`src/include/pbd_pkg.sv`:
```
// constants, config layouts and lookup tables for the dim sensor input
package pbd_pkg;

  // ----------------------------------------------------------------
  // timing base
  // ----------------------------------------------------------------
  localparam int CLK_PERIOD_NS = 10;
  localparam int MS_NS = 1000000;
  localparam int MS_TICK_CYC = MS_NS / CLK_PERIOD_NS;
  localparam int TENTH_MS = 100; // one slow tick is 100 ms
  localparam int SEC_TENTHS = 10; // ten slow ticks make a second

  // ----------------------------------------------------------------
  // register port
  // ----------------------------------------------------------------
  localparam int AW = 3;
  localparam int DW = 16;
  localparam logic [AW-1:0] ADDR_CFG = 3'h0;
  localparam logic [AW-1:0] ADDR_TIMING = 3'h1;
  localparam logic [AW-1:0] ADDR_CYCLIC = 3'h2;
  localparam logic [AW-1:0] ADDR_OBJ = 3'h3;
  localparam logic [AW-1:0] ADDR_STATUS = 3'h4;
  localparam int CFG_W = 13;
  localparam int TIMING_W = 13;
  localparam logic [CFG_W-1:0] CFG_RST = 13'h090;
  localparam logic [TIMING_W-1:0] TIMING_RST = 13'h31B;
  localparam logic [DW-1:0] CYCLIC_RST = 16'h003C;
  localparam int OBJ_SW_BIT = 0;
  localparam int OBJ_BLOCK_BIT = 1;

  // ----------------------------------------------------------------
  // telegram encodings
  // ----------------------------------------------------------------
  localparam logic [2:0] DIM_STOP = 3'h0;
  localparam logic [2:0] DIM_FULL = 3'h1;
  localparam logic [2:0] DIM_STEP_MAX = 3'h7;

  // ----------------------------------------------------------------
  // types
  // ----------------------------------------------------------------
  typedef enum logic [1:0] {SHORT_ON, SHORT_OFF, SHORT_TOGGLE, SHORT_NONE} pbd_short_e;
  typedef enum logic [2:0] {DIR_BRIGHTER, DIR_DARKER, DIR_ALT, DIR_ALT_BR_ON, DIR_ALT_DK_ON} pbd_dir_e;
  typedef enum logic [1:0] {ST_IDLE, ST_TIMING, ST_DIMMING} pbd_state_e;

  typedef struct packed {
    logic cyclic_en;
    logic [2:0] step_sel;
    logic dim_steps;
    pbd_dir_e long_dir;
    pbd_short_e short_act;
    logic only_dim;
    logic block_en;
    logic polarity;
  } pbd_cfg_s;

  typedef struct packed {
    logic [4:0] cycle_sel;
    logic [4:0] long_sel;
    logic [2:0] deb_sel;
  } pbd_timing_s;

  typedef struct packed {
    logic valid;
    logic [3:0] code;
  } pbd_dim_tel_s;

  // ----------------------------------------------------------------
  // lookup tables
  // ----------------------------------------------------------------
  // debounce interval in ms
  function automatic logic [7:0] deb_ms(input logic [2:0] sel);
    logic [7:0] r;
    r = 8'h96;
    case (sel)
      3'h0: r = 8'h0A;
      3'h1: r = 8'h14;
      3'h2: r = 8'h1E;
      3'h3: r = 8'h32;
      3'h4: r = 8'h46;
      3'h5: r = 8'h64;
      default: r = 8'h96;
    endcase
    return r;
  endfunction : deb_ms

  // 0.3 s .. 10 s in tenths of a second
  function automatic logic [6:0] tenths(input logic [4:0] sel);
    logic [6:0] r;
    r = 7'h64;
    case (sel)
      5'h00: r = 7'h03;
      5'h01: r = 7'h04;
      5'h02: r = 7'h05;
      5'h03: r = 7'h06;
      5'h04: r = 7'h08;
      5'h05: r = 7'h0A;
      5'h06: r = 7'h0C;
      5'h07: r = 7'h0F;
      5'h08: r = 7'h14;
      5'h09: r = 7'h1E;
      5'h0A: r = 7'h28;
      5'h0B: r = 7'h32;
      5'h0C: r = 7'h3C;
      5'h0D: r = 7'h46;
      5'h0E: r = 7'h50;
      5'h0F: r = 7'h5A;
      default: r = 7'h64;
    endcase
    return r;
  endfunction : tenths

endpackage : pbd_pkg

```
`src/logic/pbd_dim_sensor.sv`:
```
// dim sensor input: press timing, switch and 4-bit dimming telegrams
// Notes on behaviour
// block object enabled and set ignores contact
// cyclic switch resend continues while blocked
// react immediately on an accepted edge
// ignore edges for selectable debounce interval
// polarity selects closed or opened as actuation
// dim-and-switch: long dims, short switches
// dim-only: dim telegram at once, no classification
// alternating: switch off means brighter, else opposite
// switch object writable from the bus
// long press threshold 0.3 s to 10 s
// short press: toggle, on, off or nothing
// long press: brighter, darker or alternating
// after-on variants: first long uses configured direction
// start/stop: one start telegram, stop ends
// dim code: 0000/1000 stop, 0001 darker, 1001 brighter
// stepped: repeat while long press lasts
// stepped: selectable step 100 to 1.56 percent
// stepped: repeat interval 0.3 s to 10 s
// two-button dimming via two instances
// release before threshold is short; long fires once
// step selection maps to codes 1 to 7
// start/stop: stop sent on long release
//
// Decided for this implementation: the address-and-strobe port and the placing of the registers.
`timescale 1ns/100ps
module pbd_dim_sensor
  import pbd_pkg::*;
#(
  parameter int TICK_CYC = MS_TICK_CYC
) (
  input wire logic clk_in,
  input wire logic rstn_in,
  input wire logic contact_in,
  input wire logic [AW-1:0] addr_in,
  input wire logic [DW-1:0] wdata_in,
  input wire logic wr_in,
  input wire logic rd_in,
  output logic [DW-1:0] rdata_out,
  output logic sw_tel_valid_out,
  output logic sw_tel_value_out,
  output logic dim_tel_valid_out,
  output logic [3:0] dim_tel_code_out
);

  // ----------------------------------------------------------------
  // declarations
  // ----------------------------------------------------------------
  localparam int TICK_W = $clog2(TICK_CYC + 1);
  localparam logic [TICK_W-1:0] TICK_LAST = TICK_W'(TICK_CYC - 1);
  localparam logic [6:0] TENTH_LAST = 7'(TENTH_MS - 1);
  localparam logic [3:0] SEC_LAST = 4'(SEC_TENTHS - 1);

  pbd_cfg_s cfg_ff;
  pbd_timing_s timing_ff;
  logic [DW-1:0] cyc_period_ff;
  logic sw_obj_ff;
  logic block_obj_ff;
  logic [DW-1:0] rdata_ff;

  logic [TICK_W-1:0] ms_cnt_ff;
  logic ms_tick_ff;
  logic [6:0] tenth_cnt_ff;
  logic tenth_tick_ff;
  logic [3:0] sec_cnt_ff;
  logic sec_tick_ff;

  pbd_state_e state_ff;
  logic [7:0] press_tmr_ff;
  logic last_bright_ff;
  logic first_after_on_ff;
  logic [DW-1:0] cyc_cnt_ff;

  logic sw_valid_ff;
  logic sw_value_ff;
  pbd_dim_tel_s dim_ff;

  logic act;
  logic press;
  logic release_ev;
  logic blocked;
  logic nxt_bright;
  logic [2:0] step_code;
  logic [7:0] long_load;
  logic [7:0] cycle_load;
  logic tmr_done;
  logic short_ev;
  logic long_ev;
  logic repeat_ev;
  logic stop_ev;
  logic short_sends;
  logic short_value;
  logic cyc_ev;

  // ----------------------------------------------------------------
  // contact front end
  // ----------------------------------------------------------------
  assign blocked = cfg_ff.block_en && block_obj_ff;

  pbd_debounce u_debounce (
    .clk_in(clk_in),
    .rstn_in(rstn_in),
    .contact_in(contact_in),
    .polarity_in(cfg_ff.polarity),
    .block_in(blocked),
    .ms_tick_in(ms_tick_ff),
    .deb_ms_in(deb_ms(timing_ff.deb_sel)),
    .act_out(act),
    .press_out(press),
    .release_out(release_ev)
  );

  // ----------------------------------------------------------------
  // time base: 1 ms, 100 ms and 1 s enables
  // ----------------------------------------------------------------
  always_ff @(posedge clk_in) begin
    if (!rstn_in) begin
      ms_cnt_ff <= '0;
      ms_tick_ff <= 1'b0;
    end else begin
      ms_tick_ff <= (ms_cnt_ff == TICK_LAST);
      ms_cnt_ff <= (ms_cnt_ff == TICK_LAST) ? '0 : ms_cnt_ff + 1'b1;
    end
  end

  // tenth-of-second tick divides the ms tick
  always_ff @(posedge clk_in) begin
    if (!rstn_in) begin
      tenth_cnt_ff <= 7'h00;
      tenth_tick_ff <= 1'b0;
    end else begin
      tenth_tick_ff <= ms_tick_ff && (tenth_cnt_ff == TENTH_LAST);
      if (ms_tick_ff) begin
        tenth_cnt_ff <= (tenth_cnt_ff == TENTH_LAST) ? 7'h00 : tenth_cnt_ff + 7'h01;
      end
    end
  end

  // second tick for the cyclic resend period
  always_ff @(posedge clk_in) begin
    if (!rstn_in) begin
      sec_cnt_ff <= 4'h0;
      sec_tick_ff <= 1'b0;
    end else begin
      sec_tick_ff <= tenth_tick_ff && (sec_cnt_ff == SEC_LAST);
      if (tenth_tick_ff) begin
        sec_cnt_ff <= (sec_cnt_ff == SEC_LAST) ? 4'h0 : sec_cnt_ff + 4'h1;
      end
    end
  end

  // ----------------------------------------------------------------
  // register writes
  // ----------------------------------------------------------------
  always_ff @(posedge clk_in) begin
    if (!rstn_in) begin
      cfg_ff <= pbd_cfg_s'(CFG_RST);
      timing_ff <= pbd_timing_s'(TIMING_RST);
      cyc_period_ff <= CYCLIC_RST;
    end else if (wr_in) begin
      if (addr_in == ADDR_CFG) begin
        cfg_ff <= pbd_cfg_s'(wdata_in[CFG_W-1:0]);
      end
      if (addr_in == ADDR_TIMING) begin
        timing_ff <= pbd_timing_s'(wdata_in[TIMING_W-1:0]);
      end
      if (addr_in == ADDR_CYCLIC) begin
        cyc_period_ff <= wdata_in;
      end
    end
  end

  // block object is a plain software bit
  always_ff @(posedge clk_in) begin
    if (!rstn_in) begin
      block_obj_ff <= 1'b0;
    end else if (wr_in && (addr_in == ADDR_OBJ)) begin
      block_obj_ff <= wdata_in[OBJ_BLOCK_BIT];
    end
  end

  // ----------------------------------------------------------------
  // register reads, data one cycle after the strobe
  // ----------------------------------------------------------------
  always_ff @(posedge clk_in) begin
    if (!rstn_in) begin
      rdata_ff <= '0;
    end else if (rd_in) begin
      unique case (addr_in)
        ADDR_CFG: rdata_ff <= DW'(cfg_ff);
        ADDR_TIMING: rdata_ff <= DW'(timing_ff);
        ADDR_CYCLIC: rdata_ff <= cyc_period_ff;
        ADDR_OBJ: rdata_ff <= DW'({block_obj_ff, sw_obj_ff});
        ADDR_STATUS: rdata_ff <= DW'({state_ff, first_after_on_ff, last_bright_ff, blocked, act});
        default: rdata_ff <= '0; // unmapped reads zero
      endcase
    end else begin
      rdata_ff <= '0;
    end
  end

  assign rdata_out = rdata_ff;

  // ----------------------------------------------------------------
  // press classification and dimming state
  // ----------------------------------------------------------------
  // loads carry one extra tick so the threshold is never undershot
  assign long_load = {1'b0, tenths(timing_ff.long_sel)} + 8'h01;
  assign cycle_load = {1'b0, tenths(timing_ff.cycle_sel)} + 8'h01;
  assign tmr_done = (press_tmr_ff == 8'h01) && tenth_tick_ff;

  assign short_ev = (state_ff == ST_TIMING) && release_ev;
  assign long_ev = ((state_ff == ST_TIMING) && tmr_done && act && !release_ev)
    || ((state_ff == ST_IDLE) && press && cfg_ff.only_dim);
  assign repeat_ev = (state_ff == ST_DIMMING) && cfg_ff.dim_steps && tmr_done && !release_ev;
  assign stop_ev = (state_ff == ST_DIMMING) && release_ev && !cfg_ff.dim_steps;

  always_ff @(posedge clk_in) begin
    if (!rstn_in) begin
      state_ff <= ST_IDLE;
    end else begin
      unique case (state_ff)
        ST_IDLE: begin
          if (press) begin
            state_ff <= cfg_ff.only_dim ? ST_DIMMING : ST_TIMING;
          end
        end
        ST_TIMING: begin
          if (release_ev) begin
            state_ff <= ST_IDLE;
          end else if (long_ev) begin
            state_ff <= ST_DIMMING;
          end
        end
        ST_DIMMING: begin
          if (release_ev) begin
            state_ff <= ST_IDLE;
          end
        end
      endcase
    end
  end

  // one shared 100 ms timer: long threshold, then repeat interval
  always_ff @(posedge clk_in) begin
    if (!rstn_in) begin
      press_tmr_ff <= 8'h00;
    end else if ((state_ff == ST_IDLE) && press && !cfg_ff.only_dim) begin
      press_tmr_ff <= long_load;
    end else if (long_ev || repeat_ev) begin
      press_tmr_ff <= cycle_load;
    end else if (tenth_tick_ff && (press_tmr_ff != 8'h00)) begin
      press_tmr_ff <= press_tmr_ff - 8'h01;
    end
  end

  // ----------------------------------------------------------------
  // dimming direction decision
  // ----------------------------------------------------------------
  always_comb begin
    nxt_bright = 1'b1;
    unique case (cfg_ff.long_dir)
      DIR_BRIGHTER: nxt_bright = 1'b1;
      DIR_DARKER: nxt_bright = 1'b0;
      DIR_ALT: nxt_bright = !sw_obj_ff || !last_bright_ff;
      DIR_ALT_BR_ON: nxt_bright = first_after_on_ff ? 1'b1 : (!sw_obj_ff || !last_bright_ff);
      DIR_ALT_DK_ON: nxt_bright = first_after_on_ff ? 1'b0 : (!sw_obj_ff || !last_bright_ff);
      default: nxt_bright = 1'b1; // unused config codes dim brighter
    endcase
  end

  // step selection 0..6 maps to codes 1..7, 100 % down to 1.56 %
  assign step_code = (cfg_ff.step_sel == DIM_STEP_MAX) ? DIM_STEP_MAX : cfg_ff.step_sel + 3'h1;

  // last direction sent, remembered for the alternating modes
  always_ff @(posedge clk_in) begin
    if (!rstn_in) begin
      last_bright_ff <= 1'b0;
    end else if (long_ev) begin
      last_bright_ff <= nxt_bright;
    end
  end

  // armed by a short press that sends ON, consumed by the next long press
  always_ff @(posedge clk_in) begin
    if (!rstn_in) begin
      first_after_on_ff <= 1'b0;
    end else if (short_ev && short_sends && short_value) begin
      first_after_on_ff <= 1'b1;
    end else if (long_ev) begin
      first_after_on_ff <= 1'b0;
    end
  end

  // ----------------------------------------------------------------
  // switch object and short press reaction
  // ----------------------------------------------------------------
  always_comb begin
    short_sends = 1'b1;
    short_value = 1'b0;
    unique case (cfg_ff.short_act)
      SHORT_ON: short_value = 1'b1;
      SHORT_OFF: short_value = 1'b0;
      SHORT_TOGGLE: short_value = !sw_obj_ff;
      SHORT_NONE: short_sends = 1'b0;
    endcase
  end

  // local short press wins over a bus write in the same cycle
  always_ff @(posedge clk_in) begin
    if (!rstn_in) begin
      sw_obj_ff <= 1'b0;
    end else if (short_ev && short_sends) begin
      sw_obj_ff <= short_value;
    end else if (wr_in && (addr_in == ADDR_OBJ)) begin
      sw_obj_ff <= wdata_in[OBJ_SW_BIT];
    end
  end

  // ----------------------------------------------------------------
  // cyclic resend of the switch state, independent of blocking
  // ----------------------------------------------------------------
  always_ff @(posedge clk_in) begin
    if (!rstn_in) begin
      cyc_cnt_ff <= '0;
    end else if (!cfg_ff.cyclic_en) begin
      cyc_cnt_ff <= '0;
    end else if (sec_tick_ff) begin
      cyc_cnt_ff <= cyc_ev ? '0 : cyc_cnt_ff + 1'b1;
    end
  end

  // a zero period would flood the bus, so it acts as one second
  assign cyc_ev = cfg_ff.cyclic_en && sec_tick_ff && ((cyc_cnt_ff + 1'b1) >= cyc_period_ff);

  // ----------------------------------------------------------------
  // telegram outputs
  // ----------------------------------------------------------------
  always_ff @(posedge clk_in) begin
    if (!rstn_in) begin
      sw_valid_ff <= 1'b0;
      sw_value_ff <= 1'b0;
    end else if (short_ev && short_sends) begin
      sw_valid_ff <= 1'b1;
      sw_value_ff <= short_value;
    end else if (cyc_ev) begin
      sw_valid_ff <= 1'b1;
      sw_value_ff <= sw_obj_ff;
    end else begin
      sw_valid_ff <= 1'b0;
    end
  end

  // start/stop always dims the full range; stepped carries the step
  always_ff @(posedge clk_in) begin
    if (!rstn_in) begin
      dim_ff <= '0;
    end else if (long_ev) begin
      dim_ff.valid <= 1'b1;
      dim_ff.code <= {nxt_bright, cfg_ff.dim_steps ? step_code : DIM_FULL};
    end else if (repeat_ev) begin
      dim_ff.valid <= 1'b1;
      dim_ff.code <= {last_bright_ff, step_code};
    end else if (stop_ev) begin
      dim_ff.valid <= 1'b1;
      dim_ff.code <= {last_bright_ff, DIM_STOP};
    end else begin
      dim_ff.valid <= 1'b0;
    end
  end

  assign sw_tel_valid_out = sw_valid_ff;
  assign sw_tel_value_out = sw_value_ff;
  assign dim_tel_valid_out = dim_ff.valid;
  assign dim_tel_code_out = dim_ff.code;

  // two-button dimming: one instance per button, configured apart // R19

endmodule : pbd_dim_sensor

```
`src/logic/pbd_debounce.sv`:
```
// contact synchroniser, polarity, blocking and edge lockout
`timescale 1ns/100ps
module pbd_debounce
  import pbd_pkg::*;
(
  input wire logic clk_in,
  input wire logic rstn_in,
  input wire logic contact_in,
  input wire logic polarity_in,
  input wire logic block_in,
  input wire logic ms_tick_in,
  input wire logic [7:0] deb_ms_in,
  output logic act_out,
  output logic press_out,
  output logic release_out
);

  logic sync1_ff;
  logic sync2_ff;
  logic act_ff;
  logic press_ff;
  logic release_ff;
  logic [8:0] lock_ff;
  logic level;
  logic take;

  // ----------------------------------------------------------------
  // two-stage synchroniser, contact is asynchronous
  // ----------------------------------------------------------------
  always_ff @(posedge clk_in) begin
    if (!rstn_in) begin
      sync1_ff <= 1'b0;
      sync2_ff <= 1'b0;
    end else begin
      sync1_ff <= contact_in;
      sync2_ff <= sync1_ff;
    end
  end

  // opened-contact polarity inverts the closed level
  assign level = sync2_ff ^ polarity_in;
  // react on the edge itself, not after the interval
  assign take = (lock_ff == 9'h000) && !block_in && (level != act_ff);

  // ----------------------------------------------------------------
  // accepted level and edge pulses
  // ----------------------------------------------------------------
  always_ff @(posedge clk_in) begin
    if (!rstn_in) begin
      act_ff <= 1'b0;
      press_ff <= 1'b0;
      release_ff <= 1'b0;
    end else begin
      act_ff <= take ? level : act_ff;
      press_ff <= take && level;
      release_ff <= take && !level;
    end
  end

  // ----------------------------------------------------------------
  // lockout counter; one extra tick so the interval is never short
  // ----------------------------------------------------------------
  always_ff @(posedge clk_in) begin
    if (!rstn_in) begin
      lock_ff <= 9'h000;
    end else if (take) begin
      lock_ff <= {1'b0, deb_ms_in} + 9'h001;
    end else if (ms_tick_in && (lock_ff != 9'h000)) begin
      lock_ff <= lock_ff - 9'h001;
    end
  end

  assign act_out = act_ff;
  assign press_out = press_ff;
  assign release_out = release_ff;

endmodule : pbd_debounce

```
`config.mk`:
```
export PLATFORM = sky130hd
export DESIGN_NAME = pbd_dim_sensor
export DESIGN_NICKNAME = d
export VERILOG_FILES = /design/src/include/pbd_pkg.sv /design/src/logic/pbd_dim_sensor.sv /design/src/logic/pbd_debounce.sv
export SDC_FILE = /design/constraint.sdc
export NUM_CORES = 1
export LEC_CHECK = 0
export ABC_AREA = 1
export BUFFER_PORTS_ARGS = -buffer_cell sky130_fd_sc_hd__buf_4
export CAP_MARGIN = 10
export CORE_ASPECT_RATIO = 2
export CORE_MARGIN = 8
export CORE_UTILIZATION = 45
export DETAILED_ROUTE_END_ITERATION = 16
export PLACE_DENSITY_LB_ADDON = 0.15
export SLEW_MARGIN = 20
export SYNTH_ARGS = -nofsm -noshare
export SYNTH_HDL_FRONTEND = slang
export SYNTH_SLANG_ARGS = --single-unit
```
`constraint.sdc`:
```
create_clock -name clk_in -period 7 [get_ports clk_in]
set_input_delay 0.7 -clock clk_in [delete_from_list [all_inputs] [get_ports clk_in]]
set_output_delay 0.7 -clock clk_in [all_outputs]
set_load 0.02 [all_outputs]
```
==> impl_metrics.toml <==
[critical_path]
path_buf_inv = 0
crit_path_cell_trace = "nand3_1, nor2_2, nand3_2, nor2_1, xor2_1, ha_1, a21oi_1, o21ai_0, a21oi_1, nand2_1, nand2_1, nand3_1, a21oi_1"
cp.depth = 13
cp.required_ns = 7.34
cp.arrival_ns = 3.27
setup.worst_path.start = "cyc_cnt_ff[0]"
worstSetupEndpointType = "flop"
path_delay_family = "simple AND/OR/NAND/NOR gates"
rr_startpoint = "cyc_cnt_ff[0]"
cpMostUsedCell = "a21oi_1"
crit_fanout = 19
path_class = "reg2reg"
worstSetupStartpointType = "flop"
reg2reg_depth = 13
max_stage_delay_ns = 0.50
slowest_stage = "nand2_1"

[synthesis]
synthCells = 1095
netlist_area_um2 = 7923
syn_nets = 1157
synth.avg_cell_area_um2 = 7.235
ys_ff_latch = 154
synth_edf_count = 0
synthArstFlopShare_pct = 0
yosysSeqAreaShare_pct = 38.91
ys_dominant_reg_cell = "dfxtp_1"
synth_cell_types = 43
synth_warnings = 0

[min_path]
hold_start = "u_debounce.sync1_ff"
min_path_type = "reg2reg"
holdPathStages = 2

[placement]
gp_congestion = 0.8239
io_buffers = 46
dp.cells = 1322
dp_hpwl_um = 15360

[route]
vias = 6976
drcViolationCount = 0
ant_nets = 0
via_per_inst = 5.152
firstDrtPassIters = 4
wl_per_cell_um = 14.82
drtIter0Drc = 257
routed_wl_um = 20070

[die]
core-area_um2 = 17270
io_pins = 47
die_y_um = 203.6
rows = 68
dieArea_um2 = 22370
initial_utilization_pct = 45.87
chipWidth_um = 109.8

[grt]
grt_max_degree = 64
antenna_found_initial = 0
grt_pass1_vias = 6852
grt_pass1_wl_um = 32870
grt_overflow_total = 0
gr-usage-all-layers_pct = 18.68

[clocking]
tritoncts = "built"
post_cts_buffers = 0
cts-root-buf = "clkbuf_16"
cts.htree.levels = 4
cts.sinks = 154
cts_resized = 0
hold_buffers = 0
clockBufferDepth = 2
clkLatencyLatePin_ns = 0.43
clk_pin_slew_ns = 0.06
numCtsBuffers = 17

[sta]
relSlewSlack_pct = 49.88
slew_violations = 0
final.setup.tns_ns = 0
worst_slew_pin_slew_ns = 0.7507
rsz0062_at_grt = "false"
hold_slack_ns = 0.4439
setup_viol = 0
finalClockSkew_ns = 0.01173
finalHoldViolations = 0
period_needed_ns = 2.931
fmax_mhz = 341.2
post-route-period-util_pct = 41.87

[run]
drv_cap = 0

[final_layout]
antennaDiodeCount = 0
synthToLayoutAreaGrowth_pct = 13.83
fillers = 1749
stdcell_count = 1354
final_util_pct = 52.22
drive_above_1_share_pct = 11.54
fin_nets = 1193

[pwr]
powerDensity_nw_per_um2 = 242.7
total_power_uw = 2189
p_leak_uw = 0.004007
ir_worst_vdd_uv = 144.5

[outcome]
status = "finished, final reports clean"
[worst reg2reg max path, delay by kind of cell, from the launching register on]
kind                     cells  cell delay (ns)
AO/OA/AOI/OAI                4             0.57
AND/OR/NAND/NOR              7             1.30
flip-flops                   1             0.41
adder cells (fa/ha/maj)      1             0.31
XOR/XNOR                     1             0.26
[sequential cells by signal (all words and copies together) (netlist names), 2 cells and up, named ones only]
register,count
dim_tel_code_out,4
cyc_cnt_ff,16
press_tmr_ff,8
rdata_out,16
ms_cnt_ff,17
tenth_cnt_ff,7
state_ff,2
sec_cnt_ff,4
cfg_ff,13
timing_ff,13
cyc_period_ff,16
u_debounce.lock_ff,9
[synth_stat cells, types with 5 or more instances]
master | number | area, µm²
nor3_2 | 5 | 50.05
o221ai_1 | 5 | 43.79
o21ai_0 | 64 | 320.3
xor2_1 | 26 | 227.7
nand2_1 | 208 | 780.8
xnor2_1 | 8 | 70.07
a21oi_1 | 99 | 495.5
nand4_1 | 12 | 75.07
clkbuf_1 | 15 | 56.30
o21ai_1 | 8 | 40.04
buf_2 | 7 | 35.03
nor2_1 | 115 | 431.7
a221oi_1 | 5 | 43.79
nand2_2 | 6 | 37.54
nor2_4 | 6 | 67.56
o22ai_1 | 8 | 50.05
inv_2 | 13 | 48.80
o21ai_2 | 6 | 52.55
nor3b_1 | 7 | 52.55
nor3_1 | 20 | 100.1
dfxtp_1 | 154 | 3083
o211ai_1 | 13 | 97.59
ha_1 | 38 | 475.5
nand3_1 | 53 | 265.3
inv_1 | 155 | 581.8
[routing by layer]
metal | track usage, % | vias up | wire length (µm)
met3 | 3.920 | 38 | 631
met4 | 7.722 | 0 | 600
met5 | 0 | - | 0
li1 | - | 3631 | -
met2 | 35.88 | 105 | 11460
met1 | 18.13 | 3202 | 7382
[report_power, final]
| part | switching, µW | internal, µW | leakage, µW | total [µW] |
|---|---|---|---|---|
| clock network | 381 | 611 | 0.000299 | 993 |
| logic | 172 | 94.6 | 0.00246 | 266 |
| registers | 20.9 | 909 | 0.00125 | 930 |
[cells by family after synthesis]
group / after synthesis / share of synthesized area, %
XOR/XNOR: 34 / 3.759
flip-flops: 154 / 38.91
AND/OR/NAND/NOR: 455 / 26.28
adder cells (fa/ha/maj): 38 / 6.001
buffers and inverters: 198 / 9.870
AO/OA/AOI/OAI: 216 / 15.18
[area by class of cell]
class | count | area (µm²) | share of cell area, %
multi-input combinational | 743 | 4058 | 44.99
sequential | 154 | 3083 | 34.18
inverter | 169 | 634.4 | 7.034
clock buffer | 20 | 446.7 | 4.953
timing repair buffer | 46 | 345.3 | 3.829
tap | 210 | 262.8 | 2.913
clock inverter | 12 | 188.9 | 2.095
[through the flow]
stage	instance area, µm²	setup WS, ns
2_1_floorplan	7923	4.636
3_3_place_gp	8383	4.097
3_5_place_dp	8383	4.064
4_1_cts	9019	4.043
5_1_grt	9019	3.747
6_report	9019	4.069
[path summary, 6_finish.rpt]
kind,slack (ns),endpoint
worst min-delay path,0.44,u_debounce.sync2_ff
worst max-delay path,4.07,cyc_cnt_ff[6]
worst max register to register,4.07,cyc_cnt_ff[6]
worst min register to register,0.44,u_debounce.sync2_ff
[cells in the final DEF (no fill, tap or decap), types with 5 or more instances in the layout]
cell | netlist | final
a21oi_1 | 99 | 99
a221oi_1 | 5 | 5
buf_4 | 0 | 46
clkbuf_16 | 0 | 17
dfxtp_1 | 154 | 154
ha_1 | 38 | 38
inv_1 | 155 | 155
inv_2 | 13 | 13
nand2_1 | 208 | 208
nand2_2 | 6 | 6
nand3_1 | 53 | 53
nand4_1 | 12 | 12
nor2_1 | 115 | 115
nor2_4 | 6 | 6
nor3_1 | 20 | 20
nor3_2 | 5 | 5
nor3b_1 | 7 | 7
o211ai_1 | 13 | 13
o21ai_0 | 64 | 64
o21ai_1 | 8 | 8
o21ai_2 | 6 | 6
o221ai_1 | 5 | 5
o22ai_1 | 8 | 8
xnor2_1 | 8 | 8
xor2_1 | 26 | 26
(Power assumes the default switching activity.)
